File: config.mk
export PLATFORM = sky130hd
export DESIGN_NAME = adc_control
export DESIGN_NICKNAME = d
export VERILOG_FILES = /design/src/adc_ctrl_pkg.sv /design/src/result_queue.sv /design/src/conversion_sequencer.sv /design/src/adc_control.sv
export SDC_FILE = /design/constraint.sdc
export NUM_CORES = 1
export LEC_CHECK = 0
export ABC_CLOCK_PERIOD_IN_PS = 1990
export BUFFER_PORTS_ARGS = -buffer_cell sky130_fd_sc_hd__buf_4
export CAP_MARGIN = 20
export CELL_PAD_IN_SITES_DETAIL_PLACEMENT = 1
export CELL_PAD_IN_SITES_GLOBAL_PLACEMENT = 2
export CORE_AREA = 5 5 135 105
export DETAILED_ROUTE_END_ITERATION = 10
export DIE_AREA = 0 0 140 110
export PLACE_DENSITY_LB_ADDON = 0.1
export SLEW_MARGIN = 20
export SYNTH_ARGS = -nofsm -noshare
export SYNTH_HDL_FRONTEND = slang
export SYNTH_SLANG_ARGS = --single-unit
File: constraint.sdc
create_clock -name pclk -period 1.99 [get_ports pclk]
set_input_delay 0 -clock pclk [delete_from_list [all_inputs] [get_ports pclk]]
set_output_delay 0 -clock pclk [all_outputs]
set_load 0.02 [all_outputs]
File: src/adc_ctrl_pkg.sv
// constants for the converter control and result queue block
package adc_ctrl_pkg;
   localparam int ADDR_W = 8;
   localparam int RESULT_W_DEF = 10;
   localparam int QUEUE_DEPTH = 4;
   localparam int QPTR_W = 2;

   // register byte offsets
   localparam logic [ADDR_W-1:0] OFS_CONTROL_ZERO = 8'h00;
   localparam logic [ADDR_W-1:0] OFS_CONTROL_ONE = 8'h04;
   localparam logic [ADDR_W-1:0] OFS_GROUP_SELECT = 8'h08;
   localparam logic [ADDR_W-1:0] OFS_RESULT = 8'h0C;
   localparam logic [ADDR_W-1:0] OFS_IRQ_STATUS = 8'h10;
   localparam logic [ADDR_W-1:0] OFS_IRQ_MASK = 8'h14;

   // control zero fields
   localparam int C0_LOOP_BIT = 5;
   localparam int C0_SEQ_LSB = 2;
   localparam int C0_GO_BIT = 1;
   localparam int C0_ON_BIT = 0;

   // control one fields
   localparam int C1_REF_LSB = 6;
   localparam int C1_UNUSED_BIT = 5;
   localparam int C1_QEN_BIT = 4;
   localparam int C1_EMPTY_BIT = 3;
   localparam int C1_OVF_BIT = 2;
   localparam int C1_PTR_LSB = 0;

   // interrupt status fields
   localparam int IRQ_W = 2;
   localparam int IRQ_DONE_BIT = 0;
   localparam int IRQ_OVF_BIT = 1;

   // reset values
   localparam logic [7:0] CONTROL_ZERO_RST = 8'h00;
   localparam logic [7:0] CONTROL_ONE_RST = 8'h00;
   localparam logic [7:0] GROUP_SELECT_RST = 8'h00;
   localparam logic [IRQ_W-1:0] IRQ_RST = 2'h0;

   // sequence select encodings
   localparam logic [1:0] SEQ_GROUP_A = 2'h0;
   localparam logic [1:0] SEQ_GROUP_B = 2'h1;
   localparam logic [1:0] SEQ_GROUP_C = 2'h2;

   // reference select encodings
   localparam logic [1:0] REF_INTERNAL = 2'h0;
   localparam logic [1:0] REF_POS_EXT = 2'h1;
   localparam logic [1:0] REF_NEG_EXT = 2'h2;
   localparam logic [1:0] REF_BOTH_EXT = 2'h3;

   // group codes driven to the analog core
   localparam logic [1:0] GROUP_A = 2'h0;
   localparam logic [1:0] GROUP_B = 2'h1;
   localparam logic [1:0] GROUP_C = 2'h2;
endpackage : adc_ctrl_pkg

File: src/result_queue.sv
// four-location result queue with per-location unread flags
`timescale 1ns/1ps
module result_queue #(
   parameter int WIDTH = 10
) (
   input wire logic pclk,
   input wire logic presetn,
   input wire logic flush,
   input wire logic push,
   input wire logic [WIDTH-1:0] push_data,
   input wire logic pop,
   output logic [WIDTH-1:0] head_data,
   output logic [adc_ctrl_pkg::QPTR_W-1:0] read_ptr,
   output logic empty,
   output logic overwrite
);
   logic [WIDTH-1:0] store_reg [adc_ctrl_pkg::QUEUE_DEPTH];
   logic [adc_ctrl_pkg::QUEUE_DEPTH-1:0] unread_reg;
   logic [adc_ctrl_pkg::QPTR_W-1:0] wr_ptr_reg;
   logic [adc_ctrl_pkg::QPTR_W-1:0] rd_ptr_reg;
   logic do_pop;

   if (WIDTH < 1 || WIDTH > 32) begin : g_bad_width
      $error("result width must be 1..32");
   end

   assign empty = (unread_reg == '0);
   assign do_pop = pop && !empty;
   assign head_data = store_reg[rd_ptr_reg];
   assign read_ptr = rd_ptr_reg;
   assign overwrite = push && unread_reg[wr_ptr_reg];

   always_ff @(posedge pclk or negedge presetn) begin
      if (!presetn) begin
         wr_ptr_reg <= '0;
      end else if (flush) begin
         wr_ptr_reg <= '0;
      end else if (push) begin
         wr_ptr_reg <= wr_ptr_reg + 2'h1;
      end
   end

   always_ff @(posedge pclk or negedge presetn) begin
      if (!presetn) begin
         rd_ptr_reg <= '0;
      end else if (flush) begin
         rd_ptr_reg <= '0;
      end else if (do_pop) begin
         rd_ptr_reg <= rd_ptr_reg + 2'h1;
      end
   end

   always_ff @(posedge pclk) begin
      if (push) begin
         store_reg[wr_ptr_reg] <= push_data;
      end
   end

   // a push to the location being popped keeps it unread
   genvar i;
   generate
      for (i = 0; i < adc_ctrl_pkg::QUEUE_DEPTH; i++) begin : g_loc
         always_ff @(posedge pclk or negedge presetn) begin
            if (!presetn) begin
               unread_reg[i] <= 1'b0;
            end else if (flush) begin
               unread_reg[i] <= 1'b0;
            end else if (push && wr_ptr_reg == i) begin
               unread_reg[i] <= 1'b1;
            end else if (do_pop && rd_ptr_reg == i) begin
               unread_reg[i] <= 1'b0;
            end
         end
      end
   endgenerate
endmodule : result_queue

File: src/conversion_sequencer.sv
// runs one conversion at a time against the analog core
`timescale 1ns/1ps
module conversion_sequencer #(
   parameter int WIDTH = 10
) (
   input wire logic pclk,
   input wire logic presetn,
   input wire logic enable,
   input wire logic go,
   input wire logic [1:0] seq_select,
   output logic core_start,
   output logic [1:0] core_group,
   input wire logic core_done,
   input wire logic [WIDTH-1:0] core_result,
   output logic result_valid,
   output logic [WIDTH-1:0] result_data,
   output logic busy
);
   typedef enum logic [1:0] {IDLE, START, WAIT} seq_state_e;
   seq_state_e state_reg;

   // the result cycle blocks a restart before go is cleared
   always_ff @(posedge pclk or negedge presetn) begin
      if (!presetn) begin
         state_reg <= IDLE;
      end else if (!enable) begin
         state_reg <= IDLE;
      end else begin
         unique case (state_reg)
            IDLE: if (go && !result_valid) state_reg <= START;
            START: state_reg <= WAIT;
            WAIT: if (core_done) state_reg <= IDLE;
         endcase
      end
   end

   always_ff @(posedge pclk or negedge presetn) begin
      if (!presetn) begin
         core_group <= adc_ctrl_pkg::GROUP_A;
      end else if (state_reg == IDLE && go && !result_valid) begin
         unique case (seq_select)
            adc_ctrl_pkg::SEQ_GROUP_B: core_group <= adc_ctrl_pkg::GROUP_B;
            adc_ctrl_pkg::SEQ_GROUP_C: core_group <= adc_ctrl_pkg::GROUP_C;
            default: core_group <= adc_ctrl_pkg::GROUP_A;
         endcase
      end
   end

   always_ff @(posedge pclk or negedge presetn) begin
      if (!presetn) begin
         result_valid <= 1'b0;
         result_data <= '0;
      end else begin
         result_valid <= enable && state_reg == WAIT && core_done;
         if (enable && state_reg == WAIT && core_done) begin
            result_data <= core_result;
         end
      end
   end

   assign core_start = (state_reg == START) && enable;
   assign busy = (state_reg != IDLE);
endmodule : conversion_sequencer

File: src/adc_control.sv
// converter control and status registers with result queue, APB slave
//
// Notes on behaviour
// - Sequence select 00, 01, 10 converts only channel group A, B, C.
// - Reference select picks internal rails or external positive/negative references.
// - Reference pins not claimed stay free as analog input or digital I/O.
// - Queue enable set routes results into the queue; cleared bypasses it.
// - Empty flag reads one when the queue holds no unread result.
// - Queue has four locations; empty reads zero while any holds unread data.
// - Overflow flag sets when a result overwrites an unread location.
// - Read pointer shows the location returned by the next result read.
// - Bit five of control register one reads zero, writes ignored.
//
// Design decisions made here: the address map and the APB interface to the registers.
`timescale 1ns/1ps
module adc_control #(
   parameter int RESULT_W = adc_ctrl_pkg::RESULT_W_DEF
) (
   input wire logic pclk,
   input wire logic presetn,
   input wire logic psel,
   input wire logic penable,
   input wire logic pwrite,
   input wire logic [adc_ctrl_pkg::ADDR_W-1:0] paddr,
   input wire logic [31:0] pwdata,
   input wire logic [3:0] pstrb,
   output logic [31:0] prdata,
   output logic pready,
   output logic pslverr,
   output logic core_power_on,
   output logic core_start,
   output logic [1:0] core_group,
   output logic [7:0] core_group_select,
   input wire logic core_done,
   input wire logic [RESULT_W-1:0] core_result,
   output logic ref_pos_external,
   output logic ref_neg_external,
   output logic analog_input_two_free,
   output logic analog_input_three_free,
   output logic irq
);
   if (RESULT_W < 1 || RESULT_W > 32) begin : g_bad_width
      $error("RESULT_W must be 1..32");
   end

   ////////////////////////////////////////////////////////////////////////////////
   // register state

   logic module_on_bit;
   logic conv_go_reg;
   logic continuous_loop_select;
   logic [1:0] sequence_select_field;
   logic [1:0] reference_select_field;
   logic result_queue_enable;
   logic queue_overflow_flag;
   logic [7:0] channel_group_select_reg;
   logic [RESULT_W-1:0] bypass_result_reg;
   logic [adc_ctrl_pkg::IRQ_W-1:0] irq_status_reg;
   logic [adc_ctrl_pkg::IRQ_W-1:0] irq_mask_reg;

   logic queue_empty_flag;
   logic [1:0] queue_read_pointer;
   logic [RESULT_W-1:0] queue_head;
   logic queue_overwrite;
   logic result_valid;
   logic [RESULT_W-1:0] result_data;

   ////////////////////////////////////////////////////////////////////////////////
   // bus decode

   logic access;
   logic wr_en;
   logic rd_en;
   logic low_lane;
   logic addr_hit;
   logic wr_c0;
   logic wr_c1;
   logic wr_gs;
   logic wr_ist;
   logic wr_imask;
   logic rd_result;
   logic hit_c0;
   logic hit_c1;
   logic hit_gs;
   logic hit_res;
   logic hit_ist;
   logic hit_ims;

   assign access = psel && penable;
   assign wr_en = access && pwrite;
   assign rd_en = access && !pwrite;
   assign low_lane = pstrb[0];
   assign hit_c0 = paddr == adc_ctrl_pkg::OFS_CONTROL_ZERO;
   assign hit_c1 = paddr == adc_ctrl_pkg::OFS_CONTROL_ONE;
   assign hit_gs = paddr == adc_ctrl_pkg::OFS_GROUP_SELECT;
   assign hit_res = paddr == adc_ctrl_pkg::OFS_RESULT;
   assign hit_ist = paddr == adc_ctrl_pkg::OFS_IRQ_STATUS;
   assign hit_ims = paddr == adc_ctrl_pkg::OFS_IRQ_MASK;
   assign addr_hit = hit_c0 || hit_c1 || hit_gs || hit_res || hit_ist || hit_ims;
   assign wr_c0 = wr_en && low_lane && hit_c0;
   assign wr_c1 = wr_en && low_lane && hit_c1;
   assign wr_gs = wr_en && low_lane && hit_gs;
   assign wr_ist = wr_en && low_lane && hit_ist;
   assign wr_imask = wr_en && low_lane && hit_ims;
   assign rd_result = rd_en && hit_res;

   // zero-wait slave; unmapped addresses answer with an error
   assign pready = 1'b1;
   assign pslverr = access && !addr_hit;

   ////////////////////////////////////////////////////////////////////////////////
   // control register zero

   always_ff @(posedge pclk or negedge presetn) begin
      if (!presetn) begin
         module_on_bit <= adc_ctrl_pkg::CONTROL_ZERO_RST[adc_ctrl_pkg::C0_ON_BIT];
      end else if (wr_c0) begin
         module_on_bit <= pwdata[adc_ctrl_pkg::C0_ON_BIT];
      end
   end

   always_ff @(posedge pclk or negedge presetn) begin
      if (!presetn) begin
         continuous_loop_select <= adc_ctrl_pkg::CONTROL_ZERO_RST[adc_ctrl_pkg::C0_LOOP_BIT];
         sequence_select_field <= adc_ctrl_pkg::CONTROL_ZERO_RST[adc_ctrl_pkg::C0_SEQ_LSB +: 2];
      end else if (wr_c0) begin
         continuous_loop_select <= pwdata[adc_ctrl_pkg::C0_LOOP_BIT];
         sequence_select_field <= pwdata[adc_ctrl_pkg::C0_SEQ_LSB +: 2];
      end
   end

   // software set wins over the completion clear
   logic go_write_set;
   logic go_hw_clear;
   assign go_write_set = wr_c0 && pwdata[adc_ctrl_pkg::C0_GO_BIT] &&
                         pwdata[adc_ctrl_pkg::C0_ON_BIT];
   assign go_hw_clear = result_valid && !continuous_loop_select;

   always_ff @(posedge pclk or negedge presetn) begin
      if (!presetn) begin
         conv_go_reg <= adc_ctrl_pkg::CONTROL_ZERO_RST[adc_ctrl_pkg::C0_GO_BIT];
      end else if (go_write_set) begin
         conv_go_reg <= 1'b1;
      end else if (wr_c0) begin
         conv_go_reg <= 1'b0;
      end else if (!module_on_bit) begin
         conv_go_reg <= 1'b0;
      end else if (go_hw_clear) begin
         conv_go_reg <= 1'b0;
      end
   end

   ////////////////////////////////////////////////////////////////////////////////
   // control register one, group select

   always_ff @(posedge pclk or negedge presetn) begin
      if (!presetn) begin
         reference_select_field <= adc_ctrl_pkg::CONTROL_ONE_RST[adc_ctrl_pkg::C1_REF_LSB +: 2];
      end else if (wr_c1) begin
         reference_select_field <= pwdata[adc_ctrl_pkg::C1_REF_LSB +: 2];
      end
   end

   always_ff @(posedge pclk or negedge presetn) begin
      if (!presetn) begin
         result_queue_enable <= adc_ctrl_pkg::CONTROL_ONE_RST[adc_ctrl_pkg::C1_QEN_BIT];
      end else if (wr_c1) begin
         result_queue_enable <= pwdata[adc_ctrl_pkg::C1_QEN_BIT];
      end
   end

   always_ff @(posedge pclk or negedge presetn) begin
      if (!presetn) begin
         channel_group_select_reg <= adc_ctrl_pkg::GROUP_SELECT_RST;
      end else if (wr_gs) begin
         channel_group_select_reg <= pwdata[7:0];
      end
   end

   // reference routing and pin release
   always_comb begin
      unique case (reference_select_field)
         adc_ctrl_pkg::REF_INTERNAL: begin
            ref_pos_external = 1'b0;
            ref_neg_external = 1'b0;
         end
         adc_ctrl_pkg::REF_POS_EXT: begin
            ref_pos_external = 1'b1;
            ref_neg_external = 1'b0;
         end
         adc_ctrl_pkg::REF_NEG_EXT: begin
            ref_pos_external = 1'b0;
            ref_neg_external = 1'b1;
         end
         adc_ctrl_pkg::REF_BOTH_EXT: begin
            ref_pos_external = 1'b1;
            ref_neg_external = 1'b1;
         end
      endcase
   end

   // input two carries the negative reference, input three the positive one
   assign analog_input_two_free = !ref_neg_external;
   assign analog_input_three_free = !ref_pos_external;

   ////////////////////////////////////////////////////////////////////////////////
   // conversion path

   assign core_power_on = module_on_bit;
   assign core_group_select = channel_group_select_reg;

   // the sequencer idles whenever the module is off
   conversion_sequencer #(
      .WIDTH(RESULT_W)
   ) u_seq (
      .pclk(pclk),
      .presetn(presetn),
      .enable(module_on_bit),
      .go(conv_go_reg),
      .seq_select(sequence_select_field),
      .core_start(core_start),
      .core_group(core_group),
      .core_done(core_done),
      .core_result(core_result),
      .result_valid(result_valid),
      .result_data(result_data),
      .busy()
   );

   // clearing the queue enable flushes every location
   result_queue #(
      .WIDTH(RESULT_W)
   ) u_queue (
      .pclk(pclk),
      .presetn(presetn),
      .flush(!result_queue_enable),
      .push(result_valid && result_queue_enable),
      .push_data(result_data),
      .pop(rd_result && result_queue_enable),
      .head_data(queue_head),
      .read_ptr(queue_read_pointer),
      .empty(queue_empty_flag),
      .overwrite(queue_overwrite)
   );

   // bypass holds the latest result while the queue is off
   always_ff @(posedge pclk or negedge presetn) begin
      if (!presetn) begin
         bypass_result_reg <= '0;
      end else if (result_valid && !result_queue_enable) begin
         bypass_result_reg <= result_data;
      end
   end

   // overflow stays until the queue is switched off
   always_ff @(posedge pclk or negedge presetn) begin
      if (!presetn) begin
         queue_overflow_flag <= 1'b0;
      end else if (queue_overwrite && result_queue_enable) begin
         queue_overflow_flag <= 1'b1;
      end else if (!result_queue_enable) begin
         queue_overflow_flag <= 1'b0;
      end
   end

   ////////////////////////////////////////////////////////////////////////////////
   // interrupts

   logic [adc_ctrl_pkg::IRQ_W-1:0] irq_events;
   assign irq_events[adc_ctrl_pkg::IRQ_DONE_BIT] = result_valid;
   assign irq_events[adc_ctrl_pkg::IRQ_OVF_BIT] = queue_overwrite && result_queue_enable;

   logic [adc_ctrl_pkg::IRQ_W-1:0] irq_clear;
   assign irq_clear = wr_ist ? pwdata[adc_ctrl_pkg::IRQ_W-1:0] : '0;

   // a hardware set wins over a same-cycle clear
   genvar b;
   generate
      for (b = 0; b < adc_ctrl_pkg::IRQ_W; b++) begin : g_irq
         always_ff @(posedge pclk or negedge presetn) begin
            if (!presetn) begin
               irq_status_reg[b] <= adc_ctrl_pkg::IRQ_RST[b];
            end else if (irq_events[b]) begin
               irq_status_reg[b] <= 1'b1;
            end else if (irq_clear[b]) begin
               irq_status_reg[b] <= 1'b0;
            end
         end
      end
   endgenerate

   always_ff @(posedge pclk or negedge presetn) begin
      if (!presetn) begin
         irq_mask_reg <= adc_ctrl_pkg::IRQ_RST;
      end else if (wr_imask) begin
         irq_mask_reg <= pwdata[adc_ctrl_pkg::IRQ_W-1:0];
      end
   end

   // level output while any unmasked status bit is set
   assign irq = |(irq_status_reg & irq_mask_reg);

   ////////////////////////////////////////////////////////////////////////////////
   // read data

   logic [7:0] control_zero_view;
   logic [7:0] control_one_view;
   logic [RESULT_W-1:0] result_view;

   always_comb begin
      control_zero_view = 8'h00;
      control_zero_view[adc_ctrl_pkg::C0_LOOP_BIT] = continuous_loop_select;
      control_zero_view[adc_ctrl_pkg::C0_SEQ_LSB +: 2] = sequence_select_field;
      control_zero_view[adc_ctrl_pkg::C0_GO_BIT] = conv_go_reg;
      control_zero_view[adc_ctrl_pkg::C0_ON_BIT] = module_on_bit;
   end

   always_comb begin
      control_one_view = 8'h00;
      control_one_view[adc_ctrl_pkg::C1_REF_LSB +: 2] = reference_select_field;
      control_one_view[adc_ctrl_pkg::C1_UNUSED_BIT] = 1'b0;
      control_one_view[adc_ctrl_pkg::C1_QEN_BIT] = result_queue_enable;
      control_one_view[adc_ctrl_pkg::C1_EMPTY_BIT] = queue_empty_flag;
      control_one_view[adc_ctrl_pkg::C1_OVF_BIT] = queue_overflow_flag;
      control_one_view[adc_ctrl_pkg::C1_PTR_LSB +: 2] = queue_read_pointer;
   end

   // result reads come from the queue head or the bypass word
   assign result_view = result_queue_enable ? queue_head : bypass_result_reg;

   always_comb begin
      prdata = 32'h00000000;
      if (rd_en) begin
         unique case (paddr)
            adc_ctrl_pkg::OFS_CONTROL_ZERO: prdata[7:0] = control_zero_view;
            adc_ctrl_pkg::OFS_CONTROL_ONE: prdata[7:0] = control_one_view;
            adc_ctrl_pkg::OFS_GROUP_SELECT: prdata[7:0] = channel_group_select_reg;
            adc_ctrl_pkg::OFS_RESULT: prdata[RESULT_W-1:0] = result_view;
            adc_ctrl_pkg::OFS_IRQ_STATUS: prdata[adc_ctrl_pkg::IRQ_W-1:0] = irq_status_reg;
            adc_ctrl_pkg::OFS_IRQ_MASK: prdata[adc_ctrl_pkg::IRQ_W-1:0] = irq_mask_reg;
            default: prdata = 32'h00000000;
         endcase
      end
   end
endmodule : adc_control

; Word-level counts from Yosys, hierarchy flattened
; Memories as Yosys holds them, arrays and structs flattened.
; Index checks and enable logic that the tools add are counted.
[op_classes]
add_sub_neg = 2
n_mul = 0
div = 0
magnitude_cmp = 1
eq_ne = 28
shifts = 0
mux = 43
bitwise = 1
n_reduce_logical = 61
[op_table]
columns = op, count
row1 = $logic_and 1x1->1, 34
row2 = $mux 1, 25
row3 = $pmux 6 s4, 1
row4 = $mux 10, 2
row5 = $mux 2, 9
row6 = $eq 2x2->1 const B, 8
row7 = $eq 8x4->1 const B, 2
row8 = $eq 8x5->1 const B, 2
row9 = $ne 3x1->1 const B, 4
row10 = $pmux 2 s6, 1
row11 = $eq 2x1->1 const B, 5
row12 = $reduce_or 2->1, 5
row13 = $eq 8x3->1 const B, 1
row14 = $logic_not 1->1, 8
row15 = $logic_not 2->1, 4
row16 = $logic_not 8->1, 1
row17 = $ne 2x1->1 const B, 3
row18 = $pmux 2 s3, 1
row19 = $logic_or 1x1->1, 5
row20 = $add 2x1->2 const B, 2
row21 = $logic_not 4->1, 1
row22 = $ne 4x1->1 const B, 1
row23 = $pmux 1 s2, 2
row24 = $pmux 2 s2, 1
row25 = other kinds (7), 8
[word_totals]
ff_bits = 54
latch_bits = 0
ram_bits = 40
romBits = 0
inputBits = 60
output_inout_bits = 51
elab_cells = 159
memories = 1
[mem_list]
columns = memory, words, word_bits, rd, rd_clocked_by_memory_dff, wr, line
row1 = u_queue.store_reg, 4, 10, 1, 0, 1, result_queue.sv:17  ; logic [WIDTH-1:0] store_reg [adc_ctrl_pkg::QUEUE_DEPTH];

; Logic depth before layout (Yosys ltp)
; Gate-level depths: netlist (run 1).
[logic_depth]
word_depth = 9
ltp_mapped = 6
ltp_nobuf = 5

; Cells and area by module
; From an unflattened synthesis (run 1), not the netlist that was laid out.
[hier_totals]
cells_unflattened = 324
hier_area_um2 = 4678.2
[by_module_without_submodules]
columns = module, instances, cells_per_inst, area_each_um2, seq_area_each_um2
row1 = result_queue, 1, 98, 2009.4, 1401.3
row2 = adc_control, 1, 175, 1975.6, 775.7
row3 = conversion_sequencer, 1, 51, 693.2, 375.4

; Worst setup path before layout (run 1)
; No wires, ideal clock.
[synth_path]
kind = reg2out
start = register u_queue.rd_ptr_reg (netlist bit u_queue.read_ptr[0])
end = output port prdata[0]
arrival_time_ps = 1903
t_required_ps = 1990
path_slack_ps = 87
stages_incl_launch_ff = 7
path_buffers = 2
path_cell_list = dfrtp_1 clkbuf_1 buf_2 mux2_2 a32o_1 o21ai_0 a221oi_1
[synth_between]
elab_chain_cells = 4
[synth_lines]
columns = element, line
row1 = "start, declared", result_queue.sv:20  ; logic [adc_ctrl_pkg::QPTR_W-1:0] rd_ptr_reg;
row2 = "start signal, assigned", result_queue.sv:49  ; rd_ptr_reg <= rd_ptr_reg + 2'h1;
row3 = $mem_v2 4x10, n/a
row4 = $mux 10, adc_control.sv:329  ; assign result_view = result_queue_enable ? queue_head : bypass_result_reg;
row5 = $pmux 2 s6 *, adc_control.sv:334  ; unique case (paddr)
row6 = $mux 10 *, adc_control.sv:333  ; if (rd_en) begin
row7 = "end, declared", adc_control.sv:27  ; output logic [31:0] prdata,
; Every way passes the cells marked *; elsewhere a longest branch is shown, timed or not.

; Worst setup path after layout (run 1)
[layout_path]
start = register u_queue.rd_ptr_reg (netlist bit u_queue.read_ptr[0])
end = output port prdata[4]
[layout_between]
elab_chain_cells = 4
[layout_lines]
columns = element, line
row1 = $mem_v2 4x10, n/a
row2 = $mux 10, adc_control.sv:329
row3 = $pmux 6 s4, adc_control.sv:334
row4 = $mux 10, adc_control.sv:333
; No other way between the ends.

==> results of run 1 <==
## area by class of cell
| type | instances | area share [%] |
|---|---|---|
| Clock buffer | 14 | 4.48 |
| Clock inverter | 2 | 0.155 |
| Inverter | 12 | 0.795 |
| Multi-Input combinational cell | 208 | 30.7 |
| Sequential cell | 94 | 45.1 |
| Tap cell | 171 | 3.78 |
| Timing Repair Buffer | 107 | 15.0 |
## cell usage in the layout, fill, tap and decap left out, types with 3 or more instances in the layout
master         instances
a21oi_1                4
a31o_2                 4
and3_1                 4
buf_4                 88
clkbuf_1               4
clkbuf_16              9
conb_1                23
dfrtp_1               53
dlygate4sd3_1         19
edfxtp_1              40
ha_1                  11
inv_1                 12
mux2_1                 3
mux2_2                40
mux2i_1               11
mux4_2                11
nand2_1               17
nand2b_1               3
nand3_1                6
nand3b_1               5
nor2_1                12
nor2b_1                4
o21ai_0                9
## worst max-delay path by stage
stage | endpoint | slack, ps | cells past startpoint
after floorplan | prdata[0] | 90 | 6
after global placement | prdata[2] | 70 | 6
after detailed placement | prdata[7] | 60 | 6
after CTS | prdata[0] | -160 | 6
after global routing | prdata[0] | -240 | 6
final | prdata[4] | -130 | 5
## per-stage QoR
stage | TNS [ps] | area, µm²
4_1_cts | -989 | 5660
3_3_place_gp | 0 | 5200
5_1_grt | -1610 | 5660
3_5_place_dp | 0 | 5200
2_1_floorplan | 0 | 4570
6_report | -639 | 5660
## metal layers
| layer | GRT usage [%] | share of wire [%] | up-vias |
|---|---|---|---|
| li1 | - | - | 1363 |
| met1 | 21.0 | 47 | 1504 |
| met2 | 24.5 | 47 | 68 |
| met3 | 3.45 | 5.0 | 10 |
| met4 | 3.73 | 1.0 | 0 |
| met5 | 0 | 0 | - |
## power by group through the flow
stage | combinational [mW] | sequential (mW) | clock (mW)
after floorplan | 0.113 | 2.06 | 0
after global placement | 0.182 | 2.05 | 0
after detailed placement | 0.183 | 2.05 | 0
after CTS | 0.213 | 2.02 | 1.59
after global routing | 0.231 | 2.01 | 1.69
final | 0.210 | 2.02 | 1.55
## worst max-delay path: stages, from the launching register on
cell,delay [ps]
dfrtp_2,480
mux4_2,540
mux2_4,270
a222oi_1,240
nor2_1,70
buf_4,180
## cells by family after synthesis
kind of cell / Yosys count
multiplexers: 67
other: 2
flip-flops: 94
buffers and inverters: 53
adder cells (fa/ha/maj): 11
AO/OA/AOI/OAI: 35
AND/OR/NAND/NOR: 71
XOR/XNOR: 1
## repair_timing
action / 4_1_cts / 5_1_grt
hold buffers: 19 / 0
gates resized for setup: 4 / 0
setup endpoints to repair: 10 / 10
pin swaps: 1 / 0
endpoints found under the hold margin: 82 / 0
==> summary.md, run 1 <==
| Metric | Value |
|---|---|
| Minimum hold slack | `87.4 ps` |
| Status | `finished with violations` |
| CTS Root Buffer Type | `clkbuf_16` |
| Worst R2R Start | `u_seq.result_valid` |
| Largest net degree at the start of global routing | `55` |
| Post-DP HPWL | `8180 µm` |
| Complex-gate fraction of the synthesized area | `approximately 5.5%` |
| Count of different cell masters after synthesis | `50` |
| Post-synth top area share | `30.1%` |
| Arrival time at the worst endpoint | `2120 ps` |
| Nets@finish | `503` |
| Fillers | `1359` |
| Worst-path fanout max | `6` |
| Final Cycle Share | `107%` |
| Global placer's final weighted congestion | `0.726` |
| Xor and xnor fraction of the mapped netlist area | `0.195%` |
| Die area | `15400 µm²` |
| TritonCTS clock tree | `built` |
| Ys Warns | `0` |
| DRC | `0` |
| Max Cap Viol | `0` |
| WHS Endpoint | `irq_status_reg[0]` |
| Drt pass-1 iters | `4` |
| Post-layout min period | `2120 ps` |
| Clock buffer depth | `2` |
| Final worst setup slack | `-133 ps` |
| Die Height | `110 µm` |
| Sink Count | `94` |
| Worst setup SP type | `flop` |
| Most used DFF post-synth | `dfrtp_1` |
| Synth Area per Inst | `13.4 µm²` |
| Largest family of logic cells by synthesized area | `multiplexers` |
| Vias post-DR | `2945` |
| Unrepaired setup endpoints after global routing | `yes` |
| Gr ovfl total | `0` |
| Core ar. | `12700 µm²` |
| WP data required | `1990 ps` |
| Initial core utilization | `35.3%` |
| Power Total | `between 3 and 4 mW` |
| CTS H-tree depth | `3` |
| Clock share of power | `41.0%` |
| Final ANT Viol Nets | `0` |
| Post-synthesis adder-cell area fraction | `about 3.1%` |
| Multiplexer share of the synthesized area | `19.3%` |
| Mapped Area | `between 4000 and 5000 µm²` |
| Final hold violations | `0` |
| Register Area | `between 2000 and 3000 µm²` |
| Max reg flops | `40` |
| Asr flop ratio synth | `57.4%` |
| Sequential share of power | `53.4%` |
| Pwr/cell area | `666 nW/µm²` |
| Slew HR | `49.8%` |
| Cell count after synthesis | `334` |
| WHS Path Cells | `3` |
| Synth Area in Simple Gates | `8.50%` |
| R2r endpoint | `bypass_result_reg[4]` |
| P&R area growth vs syn | `26.2%` |
| Top-count cell post-synth | `dfrtp_1` |
| I/O pin cnt | `111` |
| Starting DRT DRC Count | `122` |
| Synth area leaders | `dfrtp_1, edfxtp_1, mux2_2` |
| Lkg Pwr | `2.56 nW` |
| Sw power | `slightly below 800 µW` |
| Pint | `2.98 mW` |
| Post-CTS Setup Repair Bufs | `0` |
| Measured slew at the worst slew-check pin | `753 ps` |
| Sequential area share after synthesis | `56.9%` |
| Routed WL per cell | `18.4 µm` |
| Comb power frac | `5.6%` |
| Hold Crit Class | `in2reg` |
| Peak VDD IR | `402 µV` |
| TritonCTS buffer count | `9` |
| Reg2Reg Setup Slack | `390 ps` |
| Slew Limit Fails | `0` |
| Via density | `4.84` |
| Synthesized flop and latch total | `94` |
| Final Util | `44.6%` |
| Pre-CTS setup slack | `around 60 ps` |
| Final setup fails | `7` |
| Routed WL | `11200 µm` |
| FMAX | `between 0.4 and 0.5 GHz` |
| Fin cells | `a little over 600` |
| Placed instance count | `573` |
| Initial antenna violation count | `0` |
| Failing checks | `setup timing` |
| Kind of critical path | `reg2out` |
| Clock latency on the worst-skew pair | `~330 ps` |
| First-pass GRT wire length | `between 15000 and 20000 µm` |
| Reg clk slew, reported paths | `60 ps` |
| Core Rows | `36` |
| PortBufs | `60` |
| Die Wd | `140 µm` |
| EDFF count, synth | `40` |
| Vias in the first global route | `3162` |
| Cell taking the most area after synthesis | `dfrtp_1` |
| Clock skew | `4.36 ps` |
| Crit path launch | `u_queue.read_ptr[0]` |
| Layout cell share with drive strength beyond 1 | `37.1%` |
| Total GRT Usage | `15.2%` |
| Top cells by count, synth | `dfrtp_1, mux2_2, edfxtp_1, buf_4, nand2_1` |
| Min-delay src | `paddr[4]` |
| Diodes inserted | `0` |
| Multi-input logic area | `1740 µm²` |
| Sw Share | `21.1%` |
| Crit. End Element | `output port` |
| Reg2Reg Depth | `4` |
(Power assumes the default switching activity.)
==> inputs of run 2 (changes only) <==
--- a/config.mk
+++ b/config.mk
@@ -6,15 +6,17 @@
 export NUM_CORES = 1
 export LEC_CHECK = 0
 export ABC_CLOCK_PERIOD_IN_PS = 1990
-export BUFFER_PORTS_ARGS = -buffer_cell sky130_fd_sc_hd__buf_4
+export BUFFER_PORTS_ARGS = -buffer_cell sky130_fd_sc_hd__buf_2
 export CAP_MARGIN = 20
 export CELL_PAD_IN_SITES_DETAIL_PLACEMENT = 1
 export CELL_PAD_IN_SITES_GLOBAL_PLACEMENT = 2
 export CORE_AREA = 5 5 135 105
+export CTS_BUF_LIST = sky130_fd_sc_hd__clkbuf_8
 export DETAILED_ROUTE_END_ITERATION = 10
 export DIE_AREA = 0 0 140 110
 export PLACE_DENSITY_LB_ADDON = 0.1
 export SLEW_MARGIN = 20
 export SYNTH_ARGS = -nofsm -noshare
 export SYNTH_HDL_FRONTEND = slang
+export SYNTH_HIERARCHICAL = 1
 export SYNTH_SLANG_ARGS = --single-unit
==> summary.md, run 2 <==
| Metric | Value |
|---|---|
| Status | `finished with violations` |
| Failing checks | `setup timing` |
| Diodes inserted | `0 (unchanged)` |
| CTS H-tree depth | `3 (unchanged)` |
| Die area | `15400 µm² (unchanged)` |
| Ys Warns | `6 (+6)` |
| Clock skew | `11.6 ps (+7.25 ps)` |
| Critical path's largest stage delay | `500 ps (-40 ps)` |
| Vias in the first global route | `3186 (+0.76%)` |
| Drt pass-1 iters | `4 (unchanged)` |
| Layout cell share with drive strength beyond 1 | `42.5% (+5.4 points)` |
| Peak VDD IR | `497 µV (+24%)` |
| Initial core utilization | `36.8% (+1.5 points)` |
| Crit-path cells | `mux4_2 > mux2_4 > mux4_2 > and2_4 > buf_6` |
| WP data required | `1990 ps (about the same)` |
| TritonCTS buffer count | `9 (unchanged)` |
| Crit. End Element | `output port` |
| CTS Root Buffer Type | `clkbuf_8` |
| Post-layout min period | `2290 ps (+169 ps)` |
| Reg clk slew, reported paths | `100 ps (+40 ps)` |
| Routed WL | `11500 µm (+2.4%)` |
| Finished Cell Area | `5760 µm² (+1.6%)` |
| Pwr/cell area | `615 nW/µm² (-7.7%)` |
| Clock buffer depth | `2 (unchanged)` |
| Minimum hold slack | `63.8 ps (-23.7 ps)` |
| Clock latency on the worst-skew pair | `380 ps (+50 ps)` |
| Most frequent cells in the layout | `dfrtp_1, buf_2, edfxtp_1, conb_1, mux2_2` |
| Fillers | `1337 (-1.6%)` |
| Final ANT Viol Nets | `0 (unchanged)` |
| Power Total | `3.54 mW (-6.2%)` |
| Max reg flops | `40 (unchanged)` |
| Worst Path Buf+Inv | `1 (unchanged)` |
| Largest net degree at the start of global routing | `55 (unchanged)` |
| Via density | `4.78 (-1.3%)` |
| Hold Crit Class | `in2reg` |
| Final hold violations | `0 (unchanged)` |
| Post-DP HPWL | `7910 µm (-3.3%)` |
| DRC | `0 (unchanged)` |
| Initial antenna violation count | `0 (unchanged)` |
| Nets@finish | `497 (-1.2%)` |
| I/O pin cnt | `111 (unchanged)` |
| Register Area | `2550 µm² (unchanged)` |
| Mapped Area | `4670 µm² (+4.1%)` |
| Final worst setup slack | `-301 ps (-169 ps)` |
| CP most frequent cell | `mux4_2` |
| TritonCTS clock tree | `built` |
| Gr ovfl total | `0 (unchanged)` |
| Commonest non-fill, non-tap cell in the layout | `dfrtp_1` |
| Core Rows | `36 (unchanged)` |
| Area after DPL | `5270 µm² (+1.3%)` |
| Core ar. | `12700 µm² (unchanged)` |
| Arrival time at the worst endpoint | `2290 ps (+170 ps)` |
| Die Wd | `140 µm (unchanged)` |
| Unrepaired setup endpoints after global routing | `yes` |
| Cell family with most CP delay | `multiplexers` |
| Total GRT Usage | `16.0% (+0.83 points)` |
| Lkg Pwr | `2.54 nW (-0.94%)` |
| Post-route met1 wirelength | `5670 µm (+7.7%)` |
| Final Cycle Share | `115% (+8.5 points)` |
| P&R area growth vs syn | `23.2%` |
| Starting DRT DRC Count | `72 (-41%)` |
| Final Util | `45.3% (+0.73 points)` |
| Worst-path fanout max | `2 (-4)` |
| Max Cap Viol | `0 (unchanged)` |
| Die Height | `110 µm (unchanged)` |
| PortBufs | `60 (unchanged)` |
| Final setup fails | `10 (+3)` |
| Global placer's final weighted congestion | `0.744 (+2.5%)` |
| FMAX | `0.436 GHz (-7.4%)` |
| Cell count after synthesis | `323 (-3.3%)` |
| Slew Limit Fails | `0 (unchanged)` |
| First-pass GRT wire length | `18600 µm (+4.9%)` |
| Worst setup SP type | `flop` |
| Multi-input logic area | `1900 µm² (+9.6%)` |
| Routed WL per cell | `19.1 µm (+3.4%)` |
| Synth Area per Inst | `14.5 µm² (+7.7%)` |
| Sink Count | `94 (unchanged)` |
| Uppermost layer routed | `met4` |
| WL met3 | `531 µm (-4.3%)` |
| Worst path slowest cell | `mux4_2` |
| Vias post-DR | `2877 (-2.3%)` |
| Kind of critical path | `reg2out` |
| Met2 Routed Length | `5160 µm (-2.3%)` |
==> run 2: worst register-to-register path, cell delays in order, from the launching register on <==
cell	delay (ps)
dfrtp_1	480
mux4_1	580
and2_1	220
a22o_1	240
==> run 2: timing repair <==
item / CTS / global route
hold buffers: 20 / 0
resized for setup: 33 / 10
cloned: 0 / 0
buffers inserted: 2 / 1
pin swaps: 10 / 2
setup endpoints to repair: 10 / 10
hold endpoints to repair: 82 / 0
==> run 2: per-layer routing <==
| layer | up-vias | track usage (%) |
|---|---|---|
| met4 | 0 | 4.15 |
| met1 | 1474 | 22.8 |
| met2 | 57 | 24.5 |
| met5 | - | 0 |
| met3 | 8 | 4.27 |
| li1 | 1338 | - |
==> run 2: worst paths after layout <==
kind | slack, ps | to | from | cells past startpoint
setup / recovery | -300 | prdata[2] | u_queue/read_ptr[0] | 5
hold / removal | 60 | conv_go_reg | paddr[1] | 4
setup reg to reg | 390 | irq_status_reg[1] | u_queue/wr_ptr_reg[0] | 3
hold reg to reg | 490 | u_seq/core_group[1] | u_seq/core_group[1] | 2
max in group asynchronous | 1540 | core_group_select[3] | presetn | 3
min in group asynchronous | 170 | reference_select_field[0] | presetn | 3
==> run 2: stage by stage <==
| stage | setup TNS (ps) | worst slack [ps] | cells |
|---|---|---|---|
| 2_1_floorplan | 0 | 2.90 | 344 |
| 3_3_place_gp | -68.0 | -68.0 | 563 |
| 3_5_place_dp | -46.4 | -46.4 | 563 |
| 6_report | -1500 | -301 | 602 |
| 5_1_grt | -2540 | -389 | 602 |
| 4_1_cts | -1950 | -339 | 601 |
==> run 2: cell type report <==
cell class,count,share of cell area [%]
Multi-Input combinational cell,199,33.1
Tap cell,171,3.72
Clock buffer,9,2.15
Clock inverter,7,1.28
Sequential cell,94,44.4
Inverter,14,0.913
Timing Repair Buffer,108,14.5
==> run 2: power breakdown <==
part,total (mW),switching [mW],internal (mW),leakage (nW)
clock network,1.32,0.730,0.585,0.0996
logic,0.211,0.129,0.0821,1.27
registers,2.01,0.00276,2.01,1.17
==> inputs of run 3 (changes only) <==
==> constraint.sdc (replaced) <==
create_clock -name pclk -period 1.99 [get_ports pclk]
set_input_delay 0.398 -clock pclk [delete_from_list [all_inputs] [get_ports pclk]]
set_output_delay 0.398 -clock pclk [all_outputs]
set_load 0.02 [all_outputs]
==> summary.md, run 3 (same netlist as run 2, synthesis figures left out) <==
| Metric | Value |
|---|---|
| First-pass GRT wire length | `18300 µm (-1.8%)` |
| Die area | `15400 µm² (unchanged)` |
| Final hold violations | `0 (unchanged)` |
| Post-layout min period | `2660 ps (+371 ps)` |
| Critical path's largest stage delay | `500 ps (about the same)` |
| Failing checks | `setup timing` |
| Crit. End Element | `output port` |
| Kind of critical path | `reg2out` |
| Final setup fails | `11 (+1)` |
| Diodes inserted | `0 (unchanged)` |
| Arrival time at the worst endpoint | `2260 ps (-30 ps)` |
| Core ar. | `12700 µm² (unchanged)` |
| Slew Limit Fails | `0 (unchanged)` |
| Clock buffer depth | `2 (unchanged)` |
| FMAX | `0.376 GHz (-14%)` |
| Routed WL per cell | `18.8 µm (-1.3%)` |
| Nets@finish | `497 (unchanged)` |
| Clock skew | `13.4 ps (+1.74 ps)` |
| Vias post-DR | `2891 (+0.49%)` |
| Core Rows | `36 (unchanged)` |
| Via density | `4.80 (+0.49%)` |
| Final ANT Viol Nets | `0 (unchanged)` |
| Hold Crit Class | `in2reg` |
| TritonCTS clock tree | `built` |
| Worst-path fanout max | `3 (+1)` |
| Global placer's final weighted congestion | `0.762 (+2.5%)` |
| Largest net degree at the start of global routing | `27 (-51%)` |
| CTS H-tree depth | `3 (unchanged)` |
| Pre-CTS setup slack | `-472 ps (-426 ps)` |
| Finished Cell Area | `5810 µm² (+0.91%)` |
| Die Wd | `140 µm (unchanged)` |
| Area after DPL | `5410 µm² (+2.7%)` |
| Max Cap Viol | `0 (unchanged)` |
| Comb power frac | `6.0% (about the same)` |
| Final worst setup slack | `-673 ps (-371 ps)` |
| DRC | `0 (unchanged)` |
| Final Cycle Share | `134% (+19 points)` |
| Sw Share | `25.3% (+0.97 points)` |
| Clock latency on the worst-skew pair | `370 ps (about the same)` |
| Worst setup SP type | `flop` |
| Most frequent cells in the layout | `dfrtp_1, buf_2, buf_4, edfxtp_1, conb_1` |
| I/O pin cnt | `111 (unchanged)` |
| P&R area growth vs syn | `24.3%` |
| Multi-input logic area | `2000 µm² (+5.1%)` |
| PortBufs | `60 (unchanged)` |
| TritonCTS buffer count | `9 (unchanged)` |
| Die Height | `110 µm (unchanged)` |
| Crit-path cells | `mux4_2 > mux2_4 > mux4_2 > and2_4 > buf_6` |
| Reg clk slew, reported paths | `110 ps (about the same)` |
| Layout cell share with drive strength beyond 1 | `49.0% (+6.5 points)` |
| Lkg Pwr | `2.59 nW (+2.1%)` |
| Starting DRT DRC Count | `117 (+63%)` |
| Pwr/cell area | `593 nW/µm² (-3.6%)` |
| Register Area | `2550 µm² (unchanged)` |
| Initial antenna violation count | `0 (unchanged)` |
| CTS Root Buffer Type | `clkbuf_8` |
| Sw power | `872 µW (+1.2%)` |
| Pint | `2.57 mW (-4.0%)` |
| Peak VDD IR | `324 µV (-35%)` |
| Commonest non-fill, non-tap cell in the layout | `dfrtp_1` |
| CP most frequent cell | `mux4_2` |
| Power Total | `3.44 mW (-2.7%)` |
| Worst path slowest cell | `mux4_2` |
| Clock share of power | `35.6% (-1.6 points)` |
| Routed WL | `11300 µm (-1.3%)` |
| Max reg flops | `40 (unchanged)` |
| Vias in the first global route | `3207 (+0.66%)` |
| Post-DP HPWL | `8350 µm (+5.6%)` |
| WP data required | `1590 ps (-400 ps)` |
| Unrepaired setup endpoints after global routing | `yes` |
| Drt pass-1 iters | `4 (unchanged)` |
| Sequential share of power | `58.5% (+1.6 points)` |
| Fillers | `1334 (-0.22%)` |
| Sink Count | `94 (unchanged)` |
| Gr ovfl total | `0 (unchanged)` |
| Initial core utilization | `36.8% (unchanged)` |
| Total GRT Usage | `15.7% (-0.29 points)` |
| Status | `finished with violations` |
[run 3: per-layer routing]
layer | up-vias | global-route usage [%] | wire [µm]
met5 | - | 0 | 0
met4 | 0 | 2.77 | 33
li1 | 1338 | - | -
met3 | 2 | 4.31 | 466
met2 | 57 | 25.7 | 5580
met1 | 1494 | 21.5 | 5260
[run 3: final timing paths]
kind | start | endpoint | slack, ps | cells past startpoint
max | u_queue/read_ptr[0] | prdata[2] | -670 | 5
min | core_result[0] | u_seq/result_data[0] | 260 | 2
max reg2reg | result_queue_enable | u_queue/store_reg[2][9] | 280 | 5
min reg2reg | u_seq/core_group[1] | u_seq/core_group[1] | 500 | 2
max in group asynchronous | presetn | u_seq/result_data[3] | 1040 | 3
min in group asynchronous | presetn | reference_select_field[1] | 470 | 2
[run 3: final cells by class]
class	instances	area share, %
sequential	94	44.0
multi-input combinational	199	34.4
timing repair buffer	108	13.8
tap	171	3.68
clock buffer	9	2.13
clock inverter	7	1.12
inverter	14	0.905
[run 3: critical path: cells and delay by family (launching register included)]
family	cells	cell delay, ps
muxes	3	1220
DFF	1	410
and+or+nand+nor	1	150
buffers and inverters	1	120
[run 3: metrics by stage]
stage / std cells / hold slack, ps / utilization [%] / setup TNS, ps
global route: 602 / 209 / 45.7 / -6250
finish: 602 / 256 / 45.7 / -5040
global placement: 578 / 347 / 42.6 / -5980
CTS: 603 / 228 / 45.7 / -5680
floorplan: 344 / 102 / - / -1810
detailed placement: 578 / 338 / 42.6 / -6200
[run 3: timing repair]
item                                   in CTS  in global routing
endpoints found under the hold margin       9                  0
gates resized for setup                    45                  7
setup buffers                               8                  2
cloned                                      0                  0
pin swaps                                  11                  2
hold buffers                                1                  0
setup endpoints to repair                  13                 12
[run 3: power by group through the flow]
stage / clock network [mW] / registers [mW] / logic [mW]
global placement: 0 / 2.05 / 0.193
detailed placement: 0 / 2.05 / 0.194
global route: 1.39 / 2.01 / 0.228
finish: 1.22 / 2.01 / 0.206
CTS: 1.30 / 2.01 / 0.208
floorplan: 0 / 2.06 / 0.130
